$ cat config.mk
export PLATFORM = sky130hd
export DESIGN_NAME = spi_status_readback
export DESIGN_NICKNAME = d
export VERILOG_FILES = /design/src/shared/spi_readback_pkg.sv /design/src/core/spi_status_readback.sv /design/src/core/pin_sync.sv
export SDC_FILE = /design/constraint.sdc
export NUM_CORES = 1
export LEC_CHECK = 0
export ABC_AREA = 1
export BUFFER_PORTS_ARGS = -buffer_cell sky130_fd_sc_hd__buf_4
export CORE_MARGIN = 2
export CORE_UTILIZATION = 50
export DETAILED_ROUTE_END_ITERATION = 10
export PLACE_DENSITY = 0.87
export SYNTH_ARGS = -nofsm -noshare
export SYNTH_HDL_FRONTEND = slang
export SYNTH_SLANG_ARGS = --single-unit
$ cat constraint.sdc
create_clock -name core_clk_i -period 3.53 [get_ports core_clk_i]
set_clock_uncertainty 0.2 [all_clocks]
set_input_delay 0.1765 -clock core_clk_i [delete_from_list [all_inputs] [get_ports core_clk_i]]
set_output_delay 0.1765 -clock core_clk_i [all_outputs]
set_load 0.005 [all_outputs]
$ cat src/shared/spi_readback_pkg.sv
/*
 * Constants for the serial status readback block: command word layout,
 * readback codes, field widths and reset values.
 * Assumes a 16-bit framed serial link with an active-low select.
 */
package spi_readback_pkg;

    ////////////////////////////////////////////////////////////////////////
    // Command and return word layout
    localparam int unsigned WORD_W      = 16;
    localparam int unsigned CNT_W       = 4;
    localparam int unsigned WD_BIT      = 15;
    localparam int unsigned ADDR_HI     = 14;
    localparam int unsigned ADDR_LO     = 10;
    localparam int unsigned NORMAL_BIT  = 9;
    localparam int unsigned CODE_W      = 5;
    localparam int unsigned DATA_W      = 9;
    localparam int unsigned OUTS        = 4;

    ////////////////////////////////////////////////////////////////////////
    // Register field widths per output, and the diag word zero width
    localparam int unsigned FAULT_W     = 8;
    localparam int unsigned DUTY_W      = 8;
    localparam int unsigned CFGA_W      = 6;
    localparam int unsigned FCFG_W      = 7;
    localparam int unsigned ILIM_W      = 8;
    localparam int unsigned DIAG0_W     = 3;

    ////////////////////////////////////////////////////////////////////////
    // Command address of the readback select command
    localparam logic [4:0] SELECT_ADDR  = 5'h00;

    // Per-output codes: low three bits, output index in the top two
    localparam logic [2:0] CODE_FAULT   = 3'h0;
    localparam logic [2:0] CODE_DUTY    = 3'h1;
    localparam logic [2:0] CODE_CFG_A   = 3'h2;
    localparam logic [2:0] CODE_FCFG    = 3'h3;
    localparam logic [2:0] CODE_ILIM    = 3'h4;

    // Global codes
    localparam logic [4:0] CODE_GLOBAL  = 5'h05;
    localparam logic [4:0] CODE_DIAG0   = 5'h07;
    localparam logic [4:0] CODE_DIAG1   = 5'h0F;
    localparam logic [4:0] CODE_IDENT   = 5'h17;

    ////////////////////////////////////////////////////////////////////////
    // Reset values
    localparam logic [4:0] CODE_RESET   = 5'h00;
    localparam logic       POR_RESET    = 1'h1;
    localparam logic [15:0] WORD_RESET  = 16'h0000;

    // Sampled pins: sclk, cs_n, si, direct inputs 3..0
    localparam int unsigned PIN_W       = 7;
    localparam logic [6:0] PIN_RESET    = 7'h30;

endpackage

$ cat src/core/spi_status_readback.sv
/*
 * Serial status return path of a quad switch slave port: builds the
 * 16-bit return word, shifts it out, echoes received bits, checks frame
 * length and hands committed words to the register bank.
 * Assumes the serial clock idles low, the master samples the return bit
 * on the rising serial edge, and the link runs far slower than the core.
 */
// Summary of operation
// [RULE1] Return word loads into the shift register when select falls.
// [RULE2] Data leaves top bit first while command bits shift in.
// [RULE3] First sixteen bits out depend on the previous command.
// [RULE4] After sixteen bits, received bits are echoed out for chaining.
// [RULE5] On select rise, only whole multiples of 16 bits are committed.
// [RULE6] Select rise tri-states output; valid frame re-enables capture.
// [RULE7] A select command's five-bit code chooses returned content.
// [RULE8] Top two code bits pick the output for per-output items.
// [RULE9] Chosen item persists until a new select command.
// [RULE10] Return word shows selected data as it stood at select fall.
// [RULE11] An invalid-length frame changes nothing that is reported; bit 8 power-on flag still clears if fault readback was selected.
// [RULE12] Top return bit carries the previous watchdog toggle bit.
// [RULE13] Bits 14..10 repeat the readback code from the last select command.
// [RULE14] Bit 9 is one while in normal run mode.
// [RULE15] Bits 8..0 carry content chosen by the readback code.
// [RULE16] Code map: per-output 0..4, globals 05, 07, 0F, 17.
// [RULE17] After reset all returned fields read zero; bit 8 aside.
// [RULE18] Fault readback: bit 8 power-on flag, cleared by reading.
// [RULE19] Register codes return programmed contents of that output.
// [RULE20] Diag word zero: clock range, calibration fail, heat warning.
// [RULE21] Diag word one: direct inputs in bits 4..1, watchdog in 0.
module spi_status_readback #(
    parameter logic [8:0] IDENT_BITS = 9'h004 // arbitrary except bit 2
) (
    // Clock and reset
    input  wire logic        core_clk_i,
    input  wire logic        rst_i,
    // Serial pins
    input  wire logic        sclk_i,
    input  wire logic        cs_n_i,
    input  wire logic        si_i,
    output logic             so_o,
    output logic             so_oe_n_o,
    // Direct input pins
    input  wire logic [3:0]  direct_input_i,
    // Device state, core clock domain
    input  wire logic        normal_run_flag_i,
    input  wire logic        power_on_event_i,
    input  wire logic [31:0] fault_latch_i,
    input  wire logic [31:0] duty_register_i,
    input  wire logic [23:0] output_config_a_i,
    input  wire logic [27:0] output_fault_config_i,
    input  wire logic [31:0] current_limit_config_i,
    input  wire logic [8:0]  global_config_i,
    input  wire logic [2:0]  diag_word_zero_i,
    input  wire logic        watchdog_active_flag_i,
    // Commit to register bank
    output logic             write_strobe_o,
    output logic [4:0]       write_addr_o,
    output logic [8:0]       write_data_o,
    output logic             watchdog_toggle_bit_o,
    output logic             fault_capture_en_o,
    output logic [4:0]       readback_code_o
);

    ////////////////////////////////////////////////////////////////////////
    // Pin sampling
    logic [spi_readback_pkg::PIN_W-1:0] pins_s;
    logic        sclk_s;
    logic        cs_n_s;
    logic        si_s;
    logic [3:0]  din_s;
    logic        sclk_prev_reg;
    logic        cs_n_prev_reg;
    logic        cs_fall;
    logic        cs_rise;
    logic        sclk_rise;
    logic        sclk_fall;

    pin_sync #(
        .W       (spi_readback_pkg::PIN_W),
        .RST_VAL (spi_readback_pkg::PIN_RESET)
    ) u_sync (
        .core_clk_i (core_clk_i),
        .rst_i      (rst_i),
        .async_i    ({sclk_i, cs_n_i, si_i, direct_input_i}),
        .sync_o     (pins_s)
    );

    assign sclk_s = pins_s[6];
    assign cs_n_s = pins_s[5];
    assign si_s   = pins_s[4];
    assign din_s  = pins_s[3:0];

    always_ff @(posedge core_clk_i)
    begin
        if (rst_i)
        begin
            sclk_prev_reg <= 1'h0;
            cs_n_prev_reg <= 1'h1;
        end
        else
        begin
            sclk_prev_reg <= sclk_s;
            cs_n_prev_reg <= cs_n_s;
        end
    end

    assign cs_fall   = cs_n_prev_reg & ~cs_n_s;
    assign cs_rise   = ~cs_n_prev_reg & cs_n_s;
    assign sclk_rise = ~cs_n_s & ~sclk_prev_reg & sclk_s;
    assign sclk_fall = ~cs_n_s & sclk_prev_reg & ~sclk_s;

    ////////////////////////////////////////////////////////////////////////
    // Frame state and commit
    logic [15:0] shift_reg;
    logic [3:0]  count_reg;
    logic        any_bits_reg;
    logic        frame_valid;
    logic [4:0]  sel_code_reg;
    logic        por_flag_reg;
    logic [4:0]  rx_addr;

    assign frame_valid = any_bits_reg && (count_reg == 4'h0); // [RULE5]
    assign rx_addr     = shift_reg[spi_readback_pkg::ADDR_HI:
                                   spi_readback_pkg::ADDR_LO];

    // Count wraps every 16 bits; the flag catches an empty frame
    always_ff @(posedge core_clk_i)
    begin
        if (rst_i)
        begin
            count_reg    <= 4'h0;
            any_bits_reg <= 1'h0;
        end
        else if (cs_fall)
        begin
            count_reg    <= 4'h0;
            any_bits_reg <= 1'h0;
        end
        else if (sclk_rise)
        begin
            count_reg    <= count_reg + 4'h1;
            any_bits_reg <= 1'h1;
        end
    end

    // Last whole word of a valid frame is the command; others are dropped
    always_ff @(posedge core_clk_i)
    begin
        if (rst_i)
        begin
            write_strobe_o        <= 1'h0;
            write_addr_o          <= 5'h00;
            write_data_o          <= 9'h000;
            watchdog_toggle_bit_o <= 1'h0;
            sel_code_reg          <= spi_readback_pkg::CODE_RESET;
        end
        else
        begin
            write_strobe_o <= cs_rise && frame_valid; // [RULE5] [RULE11]
            if (cs_rise && frame_valid)
            begin
                write_addr_o          <= rx_addr;
                write_data_o          <= shift_reg[8:0];
                watchdog_toggle_bit_o <=
                    shift_reg[spi_readback_pkg::WD_BIT]; // [RULE12]
                if (rx_addr == spi_readback_pkg::SELECT_ADDR)
                    sel_code_reg <= shift_reg[4:0]; // [RULE7] [RULE9]
            end
        end
    end

    assign readback_code_o = sel_code_reg;

    // Fault capture held off during a frame, released by a valid end
    always_ff @(posedge core_clk_i)
    begin
        if (rst_i)
            fault_capture_en_o <= 1'h1;
        else if (cs_fall)
            fault_capture_en_o <= 1'h0;
        else if (cs_rise && frame_valid)
            fault_capture_en_o <= 1'h1; // [RULE6]
    end

    ////////////////////////////////////////////////////////////////////////
    // Return word selection
    logic [8:0]  item;
    logic [15:0] ret_word;
    logic [1:0]  out_sel;
    logic        fault_read;

    assign out_sel    = sel_code_reg[4:3]; // [RULE8]
    assign fault_read = sel_code_reg[2:0] == spi_readback_pkg::CODE_FAULT;

    always_comb
    begin
        item = 9'h000;
        case (sel_code_reg) // [RULE16] [RULE15]
            spi_readback_pkg::CODE_GLOBAL:
                item = global_config_i; // [RULE19]
            spi_readback_pkg::CODE_DIAG0:
                item = {6'h00, diag_word_zero_i}; // [RULE20]
            spi_readback_pkg::CODE_DIAG1:
                item = {4'h0, din_s, watchdog_active_flag_i}; // [RULE21]
            spi_readback_pkg::CODE_IDENT:
                item = IDENT_BITS;
            default:
            begin
                case (sel_code_reg[2:0])
                    spi_readback_pkg::CODE_FAULT:
                        item = {por_flag_reg,
                                fault_latch_i[out_sel*8 +: 8]}; // [RULE18]
                    spi_readback_pkg::CODE_DUTY:
                        item = {1'h0, duty_register_i[out_sel*8 +: 8]};
                    spi_readback_pkg::CODE_CFG_A:
                        item = {3'h0, output_config_a_i[out_sel*6 +: 6]};
                    spi_readback_pkg::CODE_FCFG:
                        item = {2'h0,
                                output_fault_config_i[out_sel*7 +: 7]};
                    spi_readback_pkg::CODE_ILIM:
                        item = {1'h0,
                                current_limit_config_i[out_sel*8 +: 8]};
                    default:
                        item = 9'h000;
                endcase
            end
        endcase
    end

    // Previous watchdog bit, code echo, run flag, selected item
    assign ret_word = {watchdog_toggle_bit_o, sel_code_reg,
                       normal_run_flag_i, item}; // [RULE12] [RULE13] [RULE14]

    // Power-on flag: a new event wins over the clear by a read
    always_ff @(posedge core_clk_i)
    begin
        if (rst_i)
            por_flag_reg <= spi_readback_pkg::POR_RESET;
        else if (power_on_event_i)
            por_flag_reg <= 1'h1;
        else if (cs_fall && fault_read)
            por_flag_reg <= 1'h0; // [RULE18]
    end

    ////////////////////////////////////////////////////////////////////////
    // Shifter: one register serves return word, command and echo
    always_ff @(posedge core_clk_i)
    begin
        if (rst_i)
            shift_reg <= spi_readback_pkg::WORD_RESET; // [RULE17]
        else if (cs_fall)
            shift_reg <= ret_word; // [RULE1] [RULE3] [RULE10]
        else if (sclk_rise)
            shift_reg <= {shift_reg[14:0], si_s}; // [RULE2] [RULE4]
    end

    // Output changes on the falling edge so the master samples it stable
    always_ff @(posedge core_clk_i)
    begin
        if (rst_i)
        begin
            so_o      <= 1'h0;
            so_oe_n_o <= 1'h1;
        end
        else if (cs_fall)
        begin
            so_o      <= ret_word[spi_readback_pkg::WD_BIT];
            so_oe_n_o <= 1'h0;
        end
        else if (cs_rise)
            so_oe_n_o <= 1'h1; // [RULE6]
        else if (sclk_fall)
            so_o      <= shift_reg[15]; // [RULE2]
    end
endmodule

$ cat src/core/pin_sync.sv
/*
 * Two-stage synchroniser for a group of asynchronous pin levels.
 * Assumes each bit is a slow level relative to the sampling clock.
 */
module pin_sync #(
    parameter int unsigned W         = 1,
    parameter logic [W-1:0] RST_VAL  = '0
) (
    // Clock and reset
    input  wire logic         core_clk_i,
    input  wire logic         rst_i,
    // Levels
    input  wire logic [W-1:0] async_i,
    output logic      [W-1:0] sync_o
);

    ////////////////////////////////////////////////////////////////////////
    logic [W-1:0] meta_reg;

    // First stage feeds only the second stage
    generate
        for (genvar b = 0; b < W; b++)
        begin : g_bit
            always_ff @(posedge core_clk_i)
            begin
                if (rst_i)
                begin
                    meta_reg[b] <= RST_VAL[b];
                    sync_o[b]   <= RST_VAL[b];
                end
                else
                begin
                    meta_reg[b] <= async_i[b];
                    sync_o[b]   <= meta_reg[b];
                end
            end
        end
    endgenerate

endmodule

# [After elaboration in Yosys (flattened, before gate mapping)]
# Index checks and enable logic that the tools add are counted.
[totals] elab_cells=80 regBits=62
[op_classes] n_mul=2 shift=5 n_reduce_logical=14 mux=11 n_eq_ne=9 n_bitwise=10 add_sub_neg=1
[op_table] cell="$shiftx 32x6->8" count=3
[op_table] cell="$pmux 9 s5" count=1
[op_table] cell="$pmux 9 s4" count=1
[op_table] cell="$mux 16" count=2
[op_table] cell="$shiftx 28x6->7" count=1
[op_table] cell="$shiftx 24x6->6" count=1
[op_table] cell="$eq 5x3->1 const B" count=2
[op_table] cell="$reduce_bool 2->1" count=4
[op_table] cell="$mux 1" count=7
[op_table] cell="$and 1x1->1" count=6
[op_table] cell="$eq 3x2->1 const B" count=2
[op_table] cell="$eq 5x4->1 const B" count=1
[op_table] cell="$eq 5x5->1 const B" count=1
[op_table] cell="$logic_not 5->1" count=1
[op_table] cell="$mul 2x3->5 const B" count=1
[op_table] cell="$add 4x1->4 const B" count=1
[op_table] cell="$logic_not 4->1" count=1
[op_table] cell="$mul 2x2->4 const B" count=1
[op_table] cell="$not 1->1" count=4
[op_table] cell="$reduce_and 2->1" count=2
[op_table] cell="$reduce_or 2->1" count=2
[op_table] cell="$eq 3x1->1 const B" count=1
[op_table] cell="$eq 3x3->1 const B" count=1
[op_table] cell="$logic_and 1x1->1" count=3
[op_table] cell="other kinds (2)" count=2

# [Depth between registers and ports, before layout]
[logic_depth] word_depth=6 depth_mapped=13 depth_no_buf=12

# [By module]
# From an unflattened synthesis, not the netlist that was laid out.
[hier_totals] hier_cells=653 area_unflattened_um2=3978.8
[by_module_without_submodules] mod="spi_status_readback" instances=1 cells_per_inst=609 area_each_um2=3578.4
[by_module_without_submodules] mod="pin_sync" instances=1 cells_per_inst=44 area_each_um2=400.4

# [Least setup slack after synthesis]
# No wires, ideal clock.
[synth_path] path_type="register -> register" startpoint="register u_sync.sync_o[5]" endpoint="register shift_reg[3]" path_buffers=2 required_time_ns=3.221 arrival_time_ns=1.426 setup_slack_ns=1.795 setup_time_ns=0.109 stages_incl_launch_ff=10 cell_sequence="dfxtp_1 inv_1 ha_1 clkbuf_1 inv_1 clkbuf_1 a221oi_1 nand2_1 nand2_1 inv_1"
[synth_between] elab_chain_len=4 word_cells_on_any_way=6
[synth_lines] item="from (decl)" line_no="pin_sync.sv:14" text="output logic [W-1:0] sync_o"
[synth_lines] item="from (signal, indexed assignment)" line_no="pin_sync.sv:29" text="sync_o[b] <= RST_VAL[b];"
[synth_lines] item="from (signal, indexed assignment)" line_no="pin_sync.sv:34" text="sync_o[b] <= meta_reg[b];"
[synth_lines] item="$not 1->1 *" line_no="spi_status_readback.sv:107, spi_status_readback.sv:109"
[synth_lines] item="$and 1x1->1 (2 in a row)" line_no="spi_status_readback.sv:109" text="assign sclk_rise = ~cs_n_s & ~sclk_prev_reg & sclk_s;"
[synth_lines] item="$reduce_bool 2->1 (no source line)"
[synth_lines] item="to (signal assigned)" line_no="spi_status_readback.sv:250" text="shift_reg <= spi_readback_pkg::WORD_RESET;"
[synth_lines] item="to (signal assigned)" line_no="spi_status_readback.sv:252" text="shift_reg <= ret_word;"
[synth_lines] item="to (signal assigned)" line_no="spi_status_readback.sv:254" text="shift_reg <= {shift_reg[14:0], si_s};"
[synth_lines] item="to (decl)" line_no="spi_status_readback.sv:114" text="logic [15:0] shift_reg;"
# Mark *: on every way between the ends. The rest lies on a longest branch, timed or not.
# A chain may end at the register's enable or synchronous reset.

# [Final worst setup path]
[layout_path] startpoint="register u_sync.sync_o[5]" endpoint="register sel_code_reg[2], in the netlist readback_code_o[2]"
[layout_between] elab_chain_len=3
[layout_lines] item="$and 1x1->1" line_no="spi_status_readback.sv:108" text="assign cs_rise = ~cs_n_prev_reg & cs_n_s;"
[layout_lines] item="$logic_and 1x1->1" line_no="spi_status_readback.sv:160" text="if (cs_rise && frame_valid)"
[layout_lines] item="$reduce_and 2->1 (no source line)"
[layout_lines] item="to (signal assigned)" line_no="spi_status_readback.sv:155" text="sel_code_reg <= spi_readback_pkg::CODE_RESET;"
[layout_lines] item="to (signal assigned)" line_no="spi_status_readback.sv:167" text="sel_code_reg <= shift_reg[4:0];"
[layout_lines] item="to (decl)" line_no="spi_status_readback.sv:118" text="logic [4:0] sel_code_reg;"
# No other way between the ends.

==> impl_metrics.json <==
{
  "yosys_warnings": 0,
  "dr.pass1.iters": 5,
  "worstSetupStartpoint": "u_sync.sync_o[5]$_SDFF_PP1_",
  "synth-adder-area-share_pct": 1.284,
  "hpwl_mm": 10.84,
  "synthCells": 657,
  "finalCriticalPeriod_ps": 2632,
  "status": "finished clean",
  "postCtsHoldBufs": 14,
  "p_leak_uw": 0.002739,
  "cap_violations": 0,
  "antenna_left": 0,
  "synth_area_mm2": 0.003897,
  "timing.fmax_mhz": 379.9,
  "post_synth_num_cell_types": 31,
  "yosys.area_share.simple_pct": 39.61,
  "dieArea_mm2": 0.008517,
  "post-route-period-util_pct": 74.56,
  "ys_seq_elements": 62,
  "grt_pass1_wl_mm": 23.52,
  "critPathSlowestCell": "inv_1",
  "synth_compound_area_share_pct": 17.37,
  "die_h_um": 92.29,
  "grt_max_degree": 55,
  "hp-start": "watchdog_active_flag_i",
  "cpLargestDelayFamily": "simple AND/OR/NAND/NOR gates",
  "path_class": "register to register",
  "cts_buffers": 9,
  "initial_utilization_pct": 50.97,
  "tns_ps": 0,
  "drt_iter0_drc": 311,
  "synth_top_family_by_area": "simple AND/OR/NAND/NOR gates",
  "grt.total_usage_pct": 34.67,
  "worst_pin_slew_ps": 900.8,
  "area_growth_pct": 46.29,
  "wl_per_cell_um": 15.59,
  "reg2reg_to": "readback_code_o[2]$_SDFFE_PP0P_",
  "path_depth": 6,
  "setup_slack_ps": 898.0,
  "ir_worst_vdd_mv": 0.3561,
  "largest_reg_flops": 16,
  "die_width_um": 92.29,
  "synth_mux_area_share_pct": 0.2568,
  "timing.rr.start": "u_sync.sync_o[5]$_SDFF_PP1_",
  "cellPowerDensity_mw_per_mm2": 283.5,
  "root_buffer": "clkbuf_8",
  "regArea_mm2": 0.001242,
  "slew_headroom_pct": 39.86,
  "worstSkewPairLatency_ps": 340,
  "setup_violations": 0,
  "maxSlewViolCount": 0,
  "worst_ep_required_time_ps": 3550,
  "coreArea_mm2": 0.007647,
  "synth.avg_cell_area_um2": 5.932,
  "grt-ovfl-total": 0,
  "num_rows": 32,
  "critPathBufInv": 1,
  "diodes": 0,
  "drive_above_1_share_pct": 27.41,
  "path_cells": "ha_1 -> nand4_1 -> inv_1 -> nand3_1 -> o21ai_0 -> a21oi_1",
  "gp_congestion": 0.8701,
  "start_kind": "register",
  "cts_resized": 0,
  "portBuffers": 195,
  "io_pins": 196,
  "clock_sinks": 62,
  "cts_tree": "yes",
  "grt_pass1_vias": 4957,
  "antenna_found_initial": 0,
  "vias": 5129,
  "cp.arrival_ps": 2650,
  "rr_worst_depth": 6,
  "routed_wl_mm": 14.84,
  "clockBufferDepth": 2,
  "clk_pin_slew_ps": 70,
  "power_uw": 1617,
  "post-place-ws_ps": 1024,
  "min_path_type": "input pin to register",
  "ys_seq_area_share_pct": 31.85,
  "htree_levels": 3,
  "rsz0062_at_grt": "false",
  "drc_errors": 0,
  "finalNetCount": 1021,
  "worstPathMaxFanout": 22,
  "vias_per_cell": 5.388,
  "synth.net_count": 833,
  "fill_cells": 629,
  "max_stage_delay_ps": 600,
  "multi_input_comb_area_mm2": 0.002281,
  "postCtsSetupBuffers": 0,
  "crit_path_end": "readback_code_o[2]$_SDFFE_PP0P_",
  "end_kind": "register",
  "synth_xor_area_share_pct": 0,
  "finalHoldViolCount": 0,
  "r2r_slack_ps": 900
}
## routing by layer
metal	up-vias	GRT usage, %	share of wire [%]
li1	2505	-	-
met1	2350	41.09	40
met5	-	0	0
met3	30	7.079	7.2
met2	244	61.89	50
met4	0	12.69	2.6
## area by class of cell
type	count	area share (%)
multi-input combinational	503	40.00
clock inverter	7	1.273
inverter	54	3.599
clock buffer	9	2.172
tap	102	2.238
sequential	62	21.79
timing repair buffer	215	28.92
## cells by family (layout without fill, tap and decap cells)
family          after synthesis  count (layout)
flops                        62              62
simple gates                374             374
fa+ha+maj                     4               4
buf+inv                      92             285
mux                           1               1
compound gates              124             124
## cell usage in the layout, fill, tap and decap left out, types with 13 or more instances in the layout
cell type / n
nand2_1: 205
buf_4: 201
nor2_1: 86
o21ai_0: 64
nand3_1: 61
dfxtp_1: 61
inv_1: 47
a21oi_1: 31
dlygate4sd3_1: 14
o22ai_1: 13
## how the worst min path moves through the flow
| stage | end | slack [ps] | cells after the start |
|---|---|---|---|
| final | shift_reg[0]$_SDFFE_PP0P_ | 30 | 5 |
| after global routing | shift_reg[8]$_SDFFE_PP0P_ | 70 | 5 |
| after CTS | shift_reg[0]$_SDFFE_PP0P_ | 20 | 5 |
| after detailed placement | u_sync.meta_reg[5]$_SDFF_PP1_ | 160 | 2 |
| after global placement | u_sync.meta_reg[4]$_SDFF_PP1_ | 160 | 2 |
| after floorplan | por_flag_reg$_SDFFE_PP1P_ | 70 | 2 |
## Yosys cell counts
master / instances / share of area, %
nand2_1: 205 / 20
nor2_1: 86 / 8.3
o21ai_0: 64 / 8.2
dfxtp_1: 62 / 32
nand3_1: 61 / 7.8
inv_1: 47 / 4.5
a21oi_1: 31 / 4.0
clkbuf_1: 21 / 2.0
o22ai_1: 13 / 2.1
buf_2: 10 / 1.3
o211ai_1: 8 / 1.5
nand4_1: 7 / 1.1
buf_4: 4 / 0.77
ha_1: 4 / 1.3
inv_2: 4 / 0.39
nor3_1: 4 / 0.51
or2_2: 4 / 0.64
a31oi_1: 3 / 0.48
buf_1: 3 / 0.29
a211oi_1: 2 / 0.39
clkinv_1: 2 / 0.19
nand2_4: 2 / 0.58
nor2_2: 2 / 0.32
a221oi_1: 1 / 0.22
a22o_1: 1 / 0.22
inv_4: 1 / 0.16
mux2i_1: 1 / 0.26
nand2_2: 1 / 0.16
nor3_2: 1 / 0.26
nor4_1: 1 / 0.16
o311ai_1: 1 / 0.22
## stage by stage
stage | utilization, % | cells | instance area (µm²) | hold WS, ps
after CTS | 74.56 | 952 | 5702 | 19.82
after detailed placement | 70.16 | 922 | 5365 | 164.0
after global routing | 74.56 | 952 | 5702 | 74.35
after floorplan | - | 657 | 3897 | 69.82
final | 74.56 | 952 | 5702 | 29.25
after global placement | 70.16 | 922 | 5365 | 161.3
## report_power, final
part / total [µW] / leakage [µW] / switching, µW / internal, µW
Clock: 622 / 0.0000960 / 294 / 328
Combinational: 265 / 0.00214 / 98.9 / 166
Sequential: 729 / 0.000505 / 11.3 / 718
## tightest hold or removal path: stages
cell     delay [ps]
buf_4            80
nand2_1          40
nand4_1          60
nor2_1           60
a21oi_1         120
Note: power is estimated with default switching activity, not from simulation.
